**src/rtl/uts_pkg.sv**
```systemverilog
package uts_pkg;
  // ---------------------------------------------------------------
  // Register map (word addresses, byte address = 4 * index)
  // ---------------------------------------------------------------
  localparam logic [3:0] ADDR_STATUS_CONTROL = 4'h0;
  localparam logic [3:0] ADDR_TX_DATA = 4'h1;
  localparam logic [3:0] ADDR_BAUD_DIV = 4'h2;
  localparam logic [3:0] ADDR_IRQ_STATUS = 4'h3;
  localparam logic [3:0] ADDR_IRQ_ENABLE = 4'h4;
  localparam logic [3:0] ADDR_IRQ_CLEAR = 4'h5;
  // ---------------------------------------------------------------
  // Field positions of the status/control register
  // ---------------------------------------------------------------
  localparam int BIT_IRQ_SEL1 = 15;
  localparam int BIT_POL_INV = 14;
  localparam int BIT_IRQ_SEL0 = 13;
  localparam int BIT_BREAK = 11;
  localparam int BIT_TX_EN = 10;
  localparam int BIT_BUF_FULL = 9;
  localparam int BIT_SHIFT_EMPTY = 8;
  localparam int BIT_RX_SEL1 = 7;
  localparam int BIT_RX_SEL0 = 6;
  localparam int BIT_RX_IDLE = 4;
  localparam int BIT_IR_EN = 5;
  // Writable control bits; 15,14,13,11,10,7,6,5
  localparam logic [15:0] CTRL_WMASK = 16'hECE0;
  localparam logic [15:0] CTRL_RESET = 16'h0000;
  // ---------------------------------------------------------------
  // Transmit interrupt select codes
  // ---------------------------------------------------------------
  localparam logic [1:0] TXSEL_CHAR_IN = 2'h0;
  localparam logic [1:0] TXSEL_ALL_DONE = 2'h1;
  localparam logic [1:0] TXSEL_BUF_EMPTY = 2'h2;
  localparam logic [1:0] TXSEL_RESERVED = 2'h3;
  // ---------------------------------------------------------------
  // Sizes and counts
  // ---------------------------------------------------------------
  localparam int TX_DEPTH = 4;
  localparam logic [3:0] DATA_BITS = 4'h8;
  localparam logic [3:0] BREAK_BITS = 4'hC;
  localparam logic [15:0] BAUD_DIV_RESET = 16'h0010;
  localparam logic [3:0] IR_PULSE_DIV = 4'h3;
  // Interrupt status bits
  localparam int IRQ_TX = 0;
  localparam int IRQ_BREAK_DONE = 1;
  localparam int IRQ_RX = 2;
  localparam logic [2:0] IRQ_RESET = 3'h0;
  // Transmitter states, Gray coded along idle-start-data-stop
  typedef enum logic [1:0] {
    UTS_IDLE = 2'b00,
    UTS_START = 2'b01,
    UTS_DATA = 2'b11,
    UTS_STOP = 2'b10
  } uts_state_t;
endpackage : uts_pkg

```
**src/rtl/uts_uart_tx_status_control.sv**
```systemverilog
// Summary of operation
// - Transmit interrupt select field at bits 15,13; 10 fires when buffer empties; 11 reserved.
// - Infrared off: polarity invert makes line idle low, else idle high.
// - Infrared on: polarity invert makes encoded output idle high.
// - Send-break makes next frame start bit, twelve zeros, stop bit.
// - Hardware clears send-break once the break frame completes.
// - Clearing transmit enable aborts, flushes buffer, hands pin to port logic.
// - Shift-empty reads 1 only when shifter and buffer empty; resets to 1.
// - Receive interrupt select bits 7-6: 11 full, 10 three chars, 0x every char.
//
// Our own choices: register access over Avalon-MM and the register offsets.
module uts_uart_tx_status_control (
  input wire logic clock_i,
  input wire logic resetn_i,
  input wire logic clk_en_i,
  input wire logic [3:0] avs_address_i,
  input wire logic avs_read_i,
  input wire logic avs_write_i,
  input wire logic [31:0] avs_writedata_i,
  input wire logic [3:0] avs_byteenable_i,
  output logic [31:0] avs_readdata_o,
  output logic avs_waitrequest_o,
  input wire logic [2:0] rx_count_i,
  input wire logic rx_char_i,
  output logic tx_line_o,
  output logic tx_line_oe_o,
  output logic irq_o
);
  // ---------------------------------------------------------------
  // Storage
  // ---------------------------------------------------------------
  localparam int TX_DEPTH = uts_pkg::TX_DEPTH;
  logic [15:0] ctrl;
  logic [15:0] baud_div;
  logic [7:0] fifo [TX_DEPTH];
  logic [1:0] wr_ptr;
  logic [1:0] rd_ptr;
  logic [2:0] count;
  logic [2:0] irq_status;
  logic [2:0] irq_enable;
  uts_pkg::uts_state_t state;
  logic [7:0] shreg;
  logic [3:0] bit_cnt;
  logic [15:0] baud_cnt;
  logic is_break;
  logic line_bit;
  logic ack_q;

  // One-cycle wait then answer with clk_en_i high: request taken on second enabled edge
  wire access = avs_read_i | avs_write_i;
  wire take = access & ack_q & clk_en_i;
  wire wr_take = take & avs_write_i & ~avs_read_i;
  wire tx_en = ctrl[uts_pkg::BIT_TX_EN];
  wire buf_full = (count == 3'(TX_DEPTH));
  wire buf_empty = (count == 3'h0);
  wire shift_empty = buf_empty && (state == uts_pkg::UTS_IDLE);
  wire baud_tick = (baud_cnt == 16'h0000);
  wire push = wr_take && (avs_address_i == uts_pkg::ADDR_TX_DATA) && avs_byteenable_i[0] && !buf_full && tx_en;
  wire load = tx_en && baud_tick && (state == uts_pkg::UTS_IDLE) && (!buf_empty || ctrl[uts_pkg::BIT_BREAK]);
  wire pop = load && !ctrl[uts_pkg::BIT_BREAK];
  wire frame_done = tx_en && baud_tick && (state == uts_pkg::UTS_STOP);
  wire [1:0] tx_sel = {ctrl[uts_pkg::BIT_IRQ_SEL1], ctrl[uts_pkg::BIT_IRQ_SEL0]};
  wire [1:0] rx_sel = {ctrl[uts_pkg::BIT_RX_SEL1], ctrl[uts_pkg::BIT_RX_SEL0]};

  // Merge a 16-bit write under byte enables
  function automatic logic [15:0] merge16(input logic [15:0] old, input logic [31:0] d, input logic [3:0] be);
    merge16 = {be[1] ? d[15:8] : old[15:8], be[0] ? d[7:0] : old[7:0]};
  endfunction

  // ---------------------------------------------------------------
  // Bus handshake
  // ---------------------------------------------------------------
  // Ack alternates so each access sees exactly one wait cycle while clk_en_i stays high; clk_en_i low holds waitrequest
  always_ff @(posedge clock_i) begin
    if (!resetn_i) begin
      ack_q <= 1'b0;
    end else if (clk_en_i) begin
      ack_q <= access & ~ack_q;
    end
  end
  assign avs_waitrequest_o = access & ~(ack_q & clk_en_i);

  // Read data registered in the wait cycle
  always_ff @(posedge clock_i) begin
    if (!resetn_i) begin
      avs_readdata_o <= 32'h00000000;
    end else if (clk_en_i && avs_read_i && !ack_q) begin
      case (avs_address_i)
        uts_pkg::ADDR_STATUS_CONTROL: avs_readdata_o <= {16'h0000, ctrl[15:10], buf_full, shift_empty,
          ctrl[7:5], 1'b1, 4'h0};
        uts_pkg::ADDR_BAUD_DIV: avs_readdata_o <= {16'h0000, baud_div};
        uts_pkg::ADDR_IRQ_STATUS: avs_readdata_o <= {29'h0, irq_status};
        uts_pkg::ADDR_IRQ_ENABLE: avs_readdata_o <= {29'h0, irq_enable};
        default: avs_readdata_o <= 32'h00000000;
      endcase
    end
  end

  // ---------------------------------------------------------------
  // Control register
  // ---------------------------------------------------------------
  // Break bit self-clears at end of the break frame; hardware clear loses to a fresh set
  always_ff @(posedge clock_i) begin
    if (!resetn_i) begin
      ctrl <= uts_pkg::CTRL_RESET;
    end else if (clk_en_i) begin
      if (frame_done && is_break) begin
        ctrl[uts_pkg::BIT_BREAK] <= 1'b0;
      end
      if (wr_take && avs_address_i == uts_pkg::ADDR_STATUS_CONTROL) begin
        ctrl <= merge16(ctrl, avs_writedata_i, avs_byteenable_i) & uts_pkg::CTRL_WMASK;
      end
    end
  end

  // Baud divisor, software written
  always_ff @(posedge clock_i) begin
    if (!resetn_i) begin
      baud_div <= uts_pkg::BAUD_DIV_RESET;
    end else if (clk_en_i && wr_take && avs_address_i == uts_pkg::ADDR_BAUD_DIV) begin
      baud_div <= merge16(baud_div, avs_writedata_i, avs_byteenable_i);
    end
  end

  // ---------------------------------------------------------------
  // Transmit buffer
  // ---------------------------------------------------------------
  // Disable flushes the buffer; writes while disabled are dropped
  always_ff @(posedge clock_i) begin
    if (!resetn_i) begin
      wr_ptr <= 2'h0;
      rd_ptr <= 2'h0;
      count <= 3'h0;
    end else if (clk_en_i) begin
      if (!tx_en) begin
        wr_ptr <= 2'h0;
        rd_ptr <= 2'h0;
        count <= 3'h0;
      end else begin
        if (push) begin
          fifo[wr_ptr] <= avs_writedata_i[7:0];
          wr_ptr <= wr_ptr + 2'h1;
        end
        if (pop) begin
          rd_ptr <= rd_ptr + 2'h1;
        end
        count <= count + 3'(push) - 3'(pop);
      end
    end
  end

  // ---------------------------------------------------------------
  // Shifter
  // ---------------------------------------------------------------
  // Baud counter runs only while enabled
  always_ff @(posedge clock_i) begin
    if (!resetn_i) begin
      baud_cnt <= 16'h0000;
    end else if (clk_en_i) begin
      if (!tx_en || baud_tick) begin
        baud_cnt <= baud_div;
      end else begin
        baud_cnt <= baud_cnt - 16'h0001;
      end
    end
  end

  // Frame sequencer; break frame carries twelve zeros in place of data
  always_ff @(posedge clock_i) begin
    if (!resetn_i) begin
      state <= uts_pkg::UTS_IDLE;
      shreg <= 8'h00;
      bit_cnt <= 4'h0;
      is_break <= 1'b0;
    end else if (clk_en_i) begin
      if (!tx_en) begin
        state <= uts_pkg::UTS_IDLE;
      end else if (baud_tick) begin
        case (state)
          uts_pkg::UTS_IDLE: if (load) begin
            state <= uts_pkg::UTS_START;
            is_break <= ctrl[uts_pkg::BIT_BREAK];
            shreg <= ctrl[uts_pkg::BIT_BREAK] ? 8'h00 : fifo[rd_ptr];
          end
          uts_pkg::UTS_START: begin
            state <= uts_pkg::UTS_DATA;
            bit_cnt <= (is_break ? uts_pkg::BREAK_BITS : uts_pkg::DATA_BITS) - 4'h1;
          end
          uts_pkg::UTS_DATA: begin
            shreg <= {1'b0, shreg[7:1]};
            if (bit_cnt == 4'h0) begin
              state <= uts_pkg::UTS_STOP;
            end else begin
              bit_cnt <= bit_cnt - 4'h1;
            end
          end
          uts_pkg::UTS_STOP: state <= uts_pkg::UTS_IDLE;
          default: state <= uts_pkg::UTS_IDLE;
        endcase
      end
    end
  end

  // Line level: logic 1 is idle/stop, before polarity
  always_comb begin
    case (state)
      uts_pkg::UTS_START: line_bit = 1'b0;
      uts_pkg::UTS_DATA: line_bit = shreg[0];
      default: line_bit = 1'b1;
    endcase
  end

  // ---------------------------------------------------------------
  // Line output
  // ---------------------------------------------------------------
  // Infrared: zero bits pulse in first part of the bit; idle level follows invert bit
  // Limitation: pulse lasts while the baud counter low bits exceed IR_PULSE_DIV, so it is not a fixed fraction of the bit
  wire ir_pulse = (baud_cnt[3:0] > uts_pkg::IR_PULSE_DIV);
  always_ff @(posedge clock_i) begin
    if (!resetn_i) begin
      tx_line_o <= 1'b1;
      tx_line_oe_o <= 1'b0;
    end else if (clk_en_i) begin
      tx_line_oe_o <= tx_en;
      if (ctrl[uts_pkg::BIT_IR_EN]) begin
        tx_line_o <= (!line_bit && ir_pulse) ^ ctrl[uts_pkg::BIT_POL_INV];
      end else begin
        tx_line_o <= line_bit ^ ctrl[uts_pkg::BIT_POL_INV];
      end
    end
  end

  // ---------------------------------------------------------------
  // Interrupts
  // ---------------------------------------------------------------
  logic tx_event;
  always_comb begin
    case (tx_sel)
      uts_pkg::TXSEL_BUF_EMPTY: tx_event = pop && count == 3'h1;
      uts_pkg::TXSEL_ALL_DONE: tx_event = frame_done && buf_empty && !is_break;
      uts_pkg::TXSEL_CHAR_IN: tx_event = pop;
      default: tx_event = 1'b0;
    endcase
  end
  logic rx_event;
  always_comb begin
    case (rx_sel)
      2'b11: rx_event = rx_char_i && rx_count_i == 3'h4;
      2'b10: rx_event = rx_char_i && rx_count_i == 3'h3;
      default: rx_event = rx_char_i;
    endcase
  end
  wire [2:0] events = {rx_event, frame_done && is_break, tx_event};
  wire [2:0] clr = (wr_take && avs_address_i == uts_pkg::ADDR_IRQ_CLEAR) ? avs_writedata_i[2:0] : 3'h0;
  // Set beats clear in the same cycle
  always_ff @(posedge clock_i) begin
    if (!resetn_i) begin
      irq_status <= uts_pkg::IRQ_RESET;
      irq_enable <= uts_pkg::IRQ_RESET;
    end else if (clk_en_i) begin
      irq_status <= (irq_status & ~clr) | events;
      if (wr_take && avs_address_i == uts_pkg::ADDR_IRQ_ENABLE) begin
        irq_enable <= avs_writedata_i[2:0];
      end
    end
  end
  assign irq_o = |(irq_status & irq_enable);

  // ---------------------------------------------------------------
  // Checks
  // ---------------------------------------------------------------
  // Buffer never counts past its depth, so the full flag cannot be skipped
  a_full_flag: assert property (@(posedge clock_i) disable iff (!resetn_i)
    count <= 3'h4) else $error("buffer overfilled");
  a_empty_flag: assert property (@(posedge clock_i) disable iff (!resetn_i)
    (clk_en_i && push) |=> !shift_empty) else $error("shift empty set while queued");
  a_reset_empty: assert property (@(posedge clock_i)
    $rose(resetn_i) |-> shift_empty) else $error("shift empty not set at reset");
  a_break_clear: assert property (@(posedge clock_i) disable iff (!resetn_i)
    (clk_en_i && frame_done && is_break && !wr_take) |=> !ctrl[uts_pkg::BIT_BREAK]) else $error("break kept");
  a_break_zeros: assert property (@(posedge clock_i) disable iff (!resetn_i)
    (clk_en_i && baud_tick && state == uts_pkg::UTS_START && is_break && tx_en) |=> bit_cnt == 4'hB)
    else $error("break length wrong");
  a_disable_flush: assert property (@(posedge clock_i) disable iff (!resetn_i)
    (clk_en_i && !tx_en) |=> (count == 3'h0 && state == uts_pkg::UTS_IDLE)) else $error("abort failed");
  a_idle_level: assert property (@(posedge clock_i) disable iff (!resetn_i)
    (clk_en_i && state == uts_pkg::UTS_IDLE && !ctrl[uts_pkg::BIT_IR_EN]) |=> tx_line_o == !$past(ctrl[14]))
    else $error("idle level wrong");
  a_ir_idle: assert property (@(posedge clock_i) disable iff (!resetn_i)
    (clk_en_i && state == uts_pkg::UTS_IDLE && ctrl[uts_pkg::BIT_IR_EN]) |=> tx_line_o == $past(ctrl[14]))
    else $error("encoded idle wrong");
  a_reserved_sel: assert property (@(posedge clock_i) disable iff (!resetn_i)
    (clk_en_i && tx_sel == uts_pkg::TXSEL_RESERVED && !irq_status[uts_pkg::IRQ_TX]) |=> !irq_status[uts_pkg::IRQ_TX])
    else $error("reserved select fired");
  a_rx_full: assert property (@(posedge clock_i) disable iff (!resetn_i)
    (rx_sel == 2'b11 && rx_char_i && rx_count_i != 3'h4) |-> !rx_event) else $error("rx select wrong");
  a_tx_drive: assert property (@(posedge clock_i) disable iff (!resetn_i)
    (clk_en_i && tx_en) |=> tx_line_oe_o) else $error("line not driven");
  c_break: cover property (@(posedge clock_i) frame_done && is_break);
  c_full: cover property (@(posedge clock_i) buf_full);
  c_irq: cover property (@(posedge clock_i) irq_o);
  c_reserved: cover property (@(posedge clock_i) tx_sel == uts_pkg::TXSEL_RESERVED && pop);
endmodule // uts_uart_tx_status_control

```
**config.mk**
```make
export PLATFORM = sky130hd
export DESIGN_NAME = uts_uart_tx_status_control
export DESIGN_NICKNAME = d
export VERILOG_FILES = /design/src/rtl/uts_pkg.sv /design/src/rtl/uts_uart_tx_status_control.sv
export SDC_FILE = /design/constraint.sdc
export NUM_CORES = 1
export LEC_CHECK = 0
export BUFFER_PORTS_ARGS = -buffer_cell sky130_fd_sc_hd__buf_2
export CORE_ASPECT_RATIO = 0.7
export CORE_MARGIN = 2
export CORE_UTILIZATION = 47
export DETAILED_ROUTE_END_ITERATION = 16
export HOLD_SLACK_MARGIN = 0.02
export PLACE_DENSITY = 0.73
export SLEW_MARGIN = 20
export SYNTH_ARGS = -nofsm -noshare
export SYNTH_HDL_FRONTEND = slang
export SYNTH_SLANG_ARGS = --single-unit
```
**constraint.sdc**
```tcl
create_clock -name clock_i -period 8.1 [get_ports clock_i]
set_input_delay 0.81 -clock clock_i [delete_from_list [all_inputs] [get_ports clock_i]]
set_output_delay 0.81 -clock clock_i [all_outputs]
set_load 0.05 [all_outputs]
```
==> flow_summary.toml, run 1 <==
[layout]
layout-drive-gt1-share_pct = 17.22
diodes = 0
fin_area_um2 = 6583
nets = 713
instances_no_fill = 825
area_delta_synth_final_pct = 14.25

[global_route]
grt_pass1_wl_um = 24190
grt_pass1_vias = 4644
overflow = 0
grt_max_degree = 62
grt_use_total_pct = 23.44
antenna_found_initial = 0

[floorplan]
die_area_um2 = 13170
rows = 33
io_pins = 85
die_w_um = 136.3
start_util_pct = 48.62
core-area_um2 = 11850
dieHeight_um = 96.64

[synth]
synth_cells = 619
synth_common_cells = "dfxtp_1, nand2_1, nor2_1"
yosys_warnings = 0
netlist_area_um2 = 5762
synthAdderAreaFrac_pct = 2.085
synth-edff-count = 32
synthFlopType = "dfxtp_1"
synthMuxAreaShare_pct = 5.472
ys_seq_area_share_pct = 47.60
ys_top_cells_by_area = "dfxtp_1, edfxtp_1, nand2_1"
synth_most_common_cell = "dfxtp_1"
syn_area_per_cell_um2 = 9.308
synth_simple_gate_area_share_pct = 21.28
synth_compound_area_share_pct = 17.35
synth.distinct_cells = 69
ys_seq_elements = 121
synth_top_area_share_pct = 30.92
synthXorXnorAreaFrac_pct = 0.4560
yosysTopAreaCell = "dfxtp_1"
synth_top_family_by_area = "simple AND/OR/NAND/NOR gates"
synth_async_sr_flop_share_pct = 0

[clock_tree]
clk_path_buf_depth = 2
htreeDepth = 4
cts_sinks = 121
cts_tree = "done"
cts_hold_buf = 0
clock_latency_ns = 0.42
cts-resized-gates = 0
path_clk_slew_ns = 0.06
postCtsSetupRepairBufs = 0
cts_made_buffers = 17
root_buffer = "clkbuf_16"

[timing]
drv_slew = 0
relSlewSlack_pct = 28.83
setup_viol = 0
fin_skew_ns = 0.008172
tns_ns = 0
max_freq_ghz = 0.2599
period_minus_slack_ns = 3.848
fin_crit_sh_pct = 47.51
hold_ws_ns = 0.4631
hold_viol_final = 0
rsz0062_at_grt = "false"
worst_slew_pin_slew_ns = 1.058

[power_and_ir_drop]
power_frac_comb_pct = 6.1
finalPower_uw = 1402
sequentialPowerShare_pct = 44.7
switching_share_pct = 25.99
power_density_nw_per_um2 = 213.0
p_int_uw = 1038
net-switching-power_uw = 364.4
p_leak_uw = 0.002333
max-vdd-ir-drop_mv = 0.1886
clkPwrFrac_pct = 49.3

[worst_setup_path]
worstSetupPathDepth = 14
r2r_slack_ns = 4.45
worstPathCellList = "buf_2 > nand4b_1 > a2111o_1 > or2_2 > ha_1 > inv_1 > ha_1 > inv_1 > fa_1 > xor2_1 > mux2i_1 > nor2_1 > a21oi_1 > nor2_1"
crit_type = "in -> reg"
endpoint = "count[2]"
worstPathArrival_ns = 4.13
startpoint_type = "input pin"
rr_startpoint = "baud_cnt[0]"
crit_path_end_kind = "register"
rr_endpoint = "count[2]"
crit_slowest_cell = "buf_2"
critPathMaxFanout = 38
crit_family = "simple AND/OR/NAND/NOR gates"
required_ns = 8.38
worst_path_largest_cell_delay_ns = 0.56
worst-path-buf-inv = 3
cp-startpoint = "clk_en_i"
ff2ff_path_depth = 15

[placement]
dp_cells = 793
port_buffers = 50
placed_area_um2 = 6037
hpwl_um = 10250
gp_congestion = 0.8751

[detailed_routing]
drtIter0Drc = 545
drtAntennaViolNets = 0
dr.pass1.iters = 5
vias = 4947
wl_per_cell_um = 17.96
vias_per_cell = 5.996
routed_wl_um = 14820
drc = 0

[min_path]
hold_path_class = "reg -> reg"

[outcome]
status = "complete, no violations"

[flow_run]
maxCapViolCount = 0
[layer usage]
layer,global-route usage (%),vias to the layer above,wire [µm]
met5,0,-,0
met4,5.048,0,132
met3,6.761,15,1470
met2,34.02,250,6538
met1,34.66,2349,6674
li1,-,2333,-
[area by class of cell]
cell class / count / area [µm²]
multi-input combinational: 446 / 2754
tap: 157 / 196.4
clock buffer: 17 / 425.4
clock inverter: 15 / 120.1
timing repair buffer: 56 / 295.3
inverter: 13 / 48.80
sequential: 121 / 2743
fill: 1008 / 5268
[placed cells by master, fill, tap and decap left out, types with 4 or more instances in the layout]
cell / n
dfxtp_1: 89
nand2_1: 68
nor2_1: 53
buf_2: 50
a21oi_1: 47
nand3_1: 40
edfxtp_1: 32
o21ai_0: 25
a22oi_1: 17
clkbuf_16: 17
nor3_1: 16
and2_1: 16
conb_1: 16
inv_1: 12
nor4_1: 10
a211oi_1: 9
mux2i_1: 9
mux4_2: 8
ha_1: 8
nor2b_1: 6
nand4_1: 6
buf_4: 6
and3_1: 5
or3_1: 5
a32oi_1: 5
a2bb2oi_1: 5
a31oi_1: 5
clkinvlp_4: 5
mux2_2: 4
nand2b_1: 4
inv_6: 4
[worst min path at each step]
stage / startpoint / cells past startpoint / end / slack, ns
after global routing: tx_line_oe_o / 2 / tx_line_oe_o / 0.50
after detailed placement: tx_line_oe_o / 2 / tx_line_oe_o / 0.46
final: tx_line_oe_o / 2 / tx_line_oe_o / 0.46
after CTS: tx_line_oe_o / 2 / tx_line_oe_o / 0.47
after global placement: shreg[7] / 2 / shreg[7] / 0.46
after floorplan: baud_div[0] / 2 / baud_div[0] / 0.44
[worst register-to-register path, delay by kind of cell (launching register included)]
family,cells,cell delay (ns)
adder cells (fa/ha/maj),4,0.94
flip-flops,1,0.33
XOR/XNOR,1,0.18
buffers and inverters,3,0.18
AND/OR/NAND/NOR,5,1.54
multiplexers,1,0.20
AO/OA/AOI/OAI,1,0.15
[power groups by stage]
stage          Combinational, µW  Sequential [µW]  Clock [µW]
5_1_grt                     91.8              626         726
3_3_place_gp                80.9              639           0
4_1_cts                     83.1              626         694
6_report                    84.9              626         691
3_5_place_dp                82.8              639           0
2_1_floorplan               63.8              638           0
[flip-flops by register name, indices dropped and copies added, names as in the netlist, named ones only]
signal	flops
fifo	32
avs_readdata_o	16
baud_cnt	16
baud_div	16
ctrl	8
shreg	8
bit_cnt	4
count	3
irq_enable	3
irq_status	3
rd_ptr	2
state	2
wr_ptr	2
ack_q	1
is_break	1
tx_line_o	1
tx_line_oe_o	1
[per-stage QoR]
| step | worst slack [ns] | utilization [%] |
|---|---|---|
| after detailed placement | 3.868 | 50.94 |
| after CTS | 4.296 | 55.55 |
| after floorplan | 4.767 | - |
| after global routing | 4.024 | 55.55 |
| after global placement | 3.946 | 50.94 |
| final | 4.252 | 55.55 |
[cells by family (layout without fill, tap and decap cells)]
family	Yosys count	after routing
simple gates	250	250
mux	21	21
other cells	1	16
buf+inv	67	101
flops	121	121
xor+xnor	3	3
fa+ha+maj	9	9
compound gates	147	147
Power figures use the tool's default switching activity.
==> inputs of run 2 (changes only) <==
--- a/config.mk
+++ b/config.mk
@@ -5,6 +5,7 @@
 export SDC_FILE = /design/constraint.sdc
 export NUM_CORES = 1
 export LEC_CHECK = 0
+export ABC_AREA = 1
 export BUFFER_PORTS_ARGS = -buffer_cell sky130_fd_sc_hd__buf_2
 export CORE_ASPECT_RATIO = 0.7
 export CORE_MARGIN = 2
==> constraint.sdc (replaced) <==
create_clock -name clock_i -period 3.7 [get_ports clock_i]
set_input_delay 0.37 -clock clock_i [delete_from_list [all_inputs] [get_ports clock_i]]
set_output_delay 0.37 -clock clock_i [all_outputs]
set_load 0.05 [all_outputs]
==> flow_summary.toml, run 2 <==
[outcome]
status = "complete, no violations"

[synth]
synth_async_sr_flop_share_pct = 0
ys_top_cells_by_area = "dfxtp_1, edfxtp_1, nand2_1"
synthFlopType = "dfxtp_1"
synth_most_common_cell = "nand2_1"
synth.distinct_cells = 50
synth_cells = 749
ys_seq_elements = 121
synth_top_area_share_pct = 29.92
syn_area_per_cell_um2 = 7.950
ys_seq_area_share_pct = 46.06
yosysTopAreaCell = "dfxtp_1"
synth-edff-count = 32
synth_common_cells = "nand2_1, nor2_1, dfxtp_1"
netlist_area_um2 = 5954
yosys_warnings = 0

[detailed_routing]
vias = 5207
wl_per_cell_um = 15.29
drc = 0
vias_per_cell = 5.374
drtIter0Drc = 513
dr.pass1.iters = 5
drtAntennaViolNets = 0
routed_wl_um = 14820

[power_and_ir_drop]
power_density_nw_per_um2 = 471.1
p_leak_uw = 0.002788
finalPower_uw = 3209
max-vdd-ir-drop_mv = 0.3328

[min_path]
whs_endpoint = "fifo[2][4]"
hold_path_class = "in -> reg"
hold_start = "avs_writedata_i[4]"
hold_depth = 1

[worst_setup_path]
ff2ff_path_depth = 16
worst-path-buf-inv = 3
worstPathArrival_ns = 3.11
startpoint_type = "register"
r2r_slack_ns = 0.88
rr_startpoint = "baud_cnt[0]"
crit_slowest_cell = "fa_1"
required_ns = 3.99
critPathMaxFanout = 5
worstPathCellList = "inv_1 > ha_1 > nand2_4 > nor2_1 > nand2_1 > nor2_4 > nand2_2 > nor2_1 > ha_1 > inv_1 > ha_1 > inv_1 > fa_1 > or2_2 > nand3_1 > a21oi_1"
crit_type = "reg -> reg"
crit_path_end_kind = "register"
crit_family = "simple AND/OR/NAND/NOR gates"
worst_path_largest_cell_delay_ns = 0.37
rr_endpoint = "count[2]"

[timing]
worst_slew_pin_slew_ns = 0.8133
fin_crit_sh_pct = 76.11
setup_viol = 0
fin_ws_ns = 0.8840
max_freq_ghz = 0.3551
tns_ns = 0
hold_ws_ns = 0.1917
fin_skew_ns = 0.008283
relSlewSlack_pct = 45.58
period_minus_slack_ns = 2.816
drv_slew = 0
hold_viol_final = 0
rsz0062_at_grt = "false"

[layout]
nFillCells = 1122
fin_util_pct = 55.02
largest_register = "fifo"
nets = 852
final_cell_mix = "nand2_1, nor2_1, dfxtp_1"
final_common_cell = "nand2_1"
area_delta_synth_final_pct = 14.39
largest_reg_flops = 32
layout-drive-gt1-share_pct = 17.22
diodes = 0

[clock_tree]
cts_sinks = 121
clock_latency_ns = 0.42
cts_hold_buf = 0
root_buffer = "clkbuf_16"
cts-resized-gates = 0
cts_made_buffers = 17
path_clk_slew_ns = 0.06
postCtsSetupRepairBufs = 0
clk_path_buf_depth = 2
cts_tree = "done"
htreeDepth = 4

[floorplan]
rows = 34
io_pins = 85
die_area_um2 = 13600
start_util_pct = 48.10
die_w_um = 138.5
core-area_um2 = 12380
dieHeight_um = 98.17

[global_route]
use_met2_pct = 31.95
grt_pass1_vias = 4792
busiest_layer = "met1"
overflow = 0
grt_util_met1_pct = 33.14
grt_pass1_wl_um = 24350
grt_max_degree = 49
met3_usage_pct = 5.444
antenna_found_initial = 0
grt_use_total_pct = 22.60

[flow_run]
maxCapViolCount = 0

[placement]
pre_cts_slack_ns = 0.9133
port_buffers = 50
hpwl_um = 10300
gp_congestion = 0.8791
## run 2: cell count changes after synthesis, moves of 15 or more
cell and change:
o21ai_0 +34, nor3_1 -15, clkbuf_1 -18, o21ai_1 +15, inv_1 +59, a22oi_1 -17
nor2_1 +38, and2_1 -16, a21oi_1 +24, nand2_1 +62
## run 2: where the power goes
group	switching [µW]	leakage, µW	internal [µW]
combinational	160	0.00149	48.0
clock	651	0.000293	977
sequential	8.43	0.00101	1360
total	820	0.00279	2390
## run 2: cell type report
class	instances	area [µm²]	share of cell area, %
multi-input cells	519	2686	39.44
inverters	80	309.0	4.537
well taps	162	202.7	2.976
clock buffers	18	450.4	6.613
repair buffers	55	287.8	4.225
flip-flops and latches	121	2743	40.26
clock inverters	14	132.6	1.947
## run 2: worst max-delay path by stage
stage / start / endpoint / slack, ns / cells past startpoint
floorplan: baud_cnt[0] / count[2] / 1.19 / 16
global placement: avs_read_i / count[2] / 0.96 / 15
detailed placement: baud_cnt[0] / count[2] / 0.91 / 16
CTS: baud_cnt[0] / count[2] / 0.89 / 16
global route: baud_cnt[0] / count[2] / 0.66 / 16
finish: baud_cnt[0] / count[2] / 0.88 / 16
## run 2: layer usage
| metal | wire (µm) | share of wire, % |
|---|---|---|
| met1 | 7369 | 50 |
| met5 | 0 | 0 |
| met2 | 6013 | 41 |
| met4 | 285 | 1.9 |
| met3 | 1151 | 7.8 |
## run 2: kinds of logic (layout without fill, tap and decap cells)
group,after synthesis,after routing,synth area share [%]
compound gates,190,190,18.39
xor+xnor,3,3,0.4413
fa+ha+maj,9,9,2.017
buf+inv,124,167,9.771
flops,121,121,46.06
mux,1,1,0.1681
other cells,1,16,0.06298
simple gates,300,300,23.09
## run 2: metrics by stage
| step | instances | instance area (µm²) |
|---|---|---|
| after CTS | 969 | 6812 |
| after floorplan | 764 | 6011 |
| after global placement | 937 | 6228 |
| after global routing | 969 | 6812 |
| after detailed placement | 937 | 6228 |
| final | 969 | 6812 |
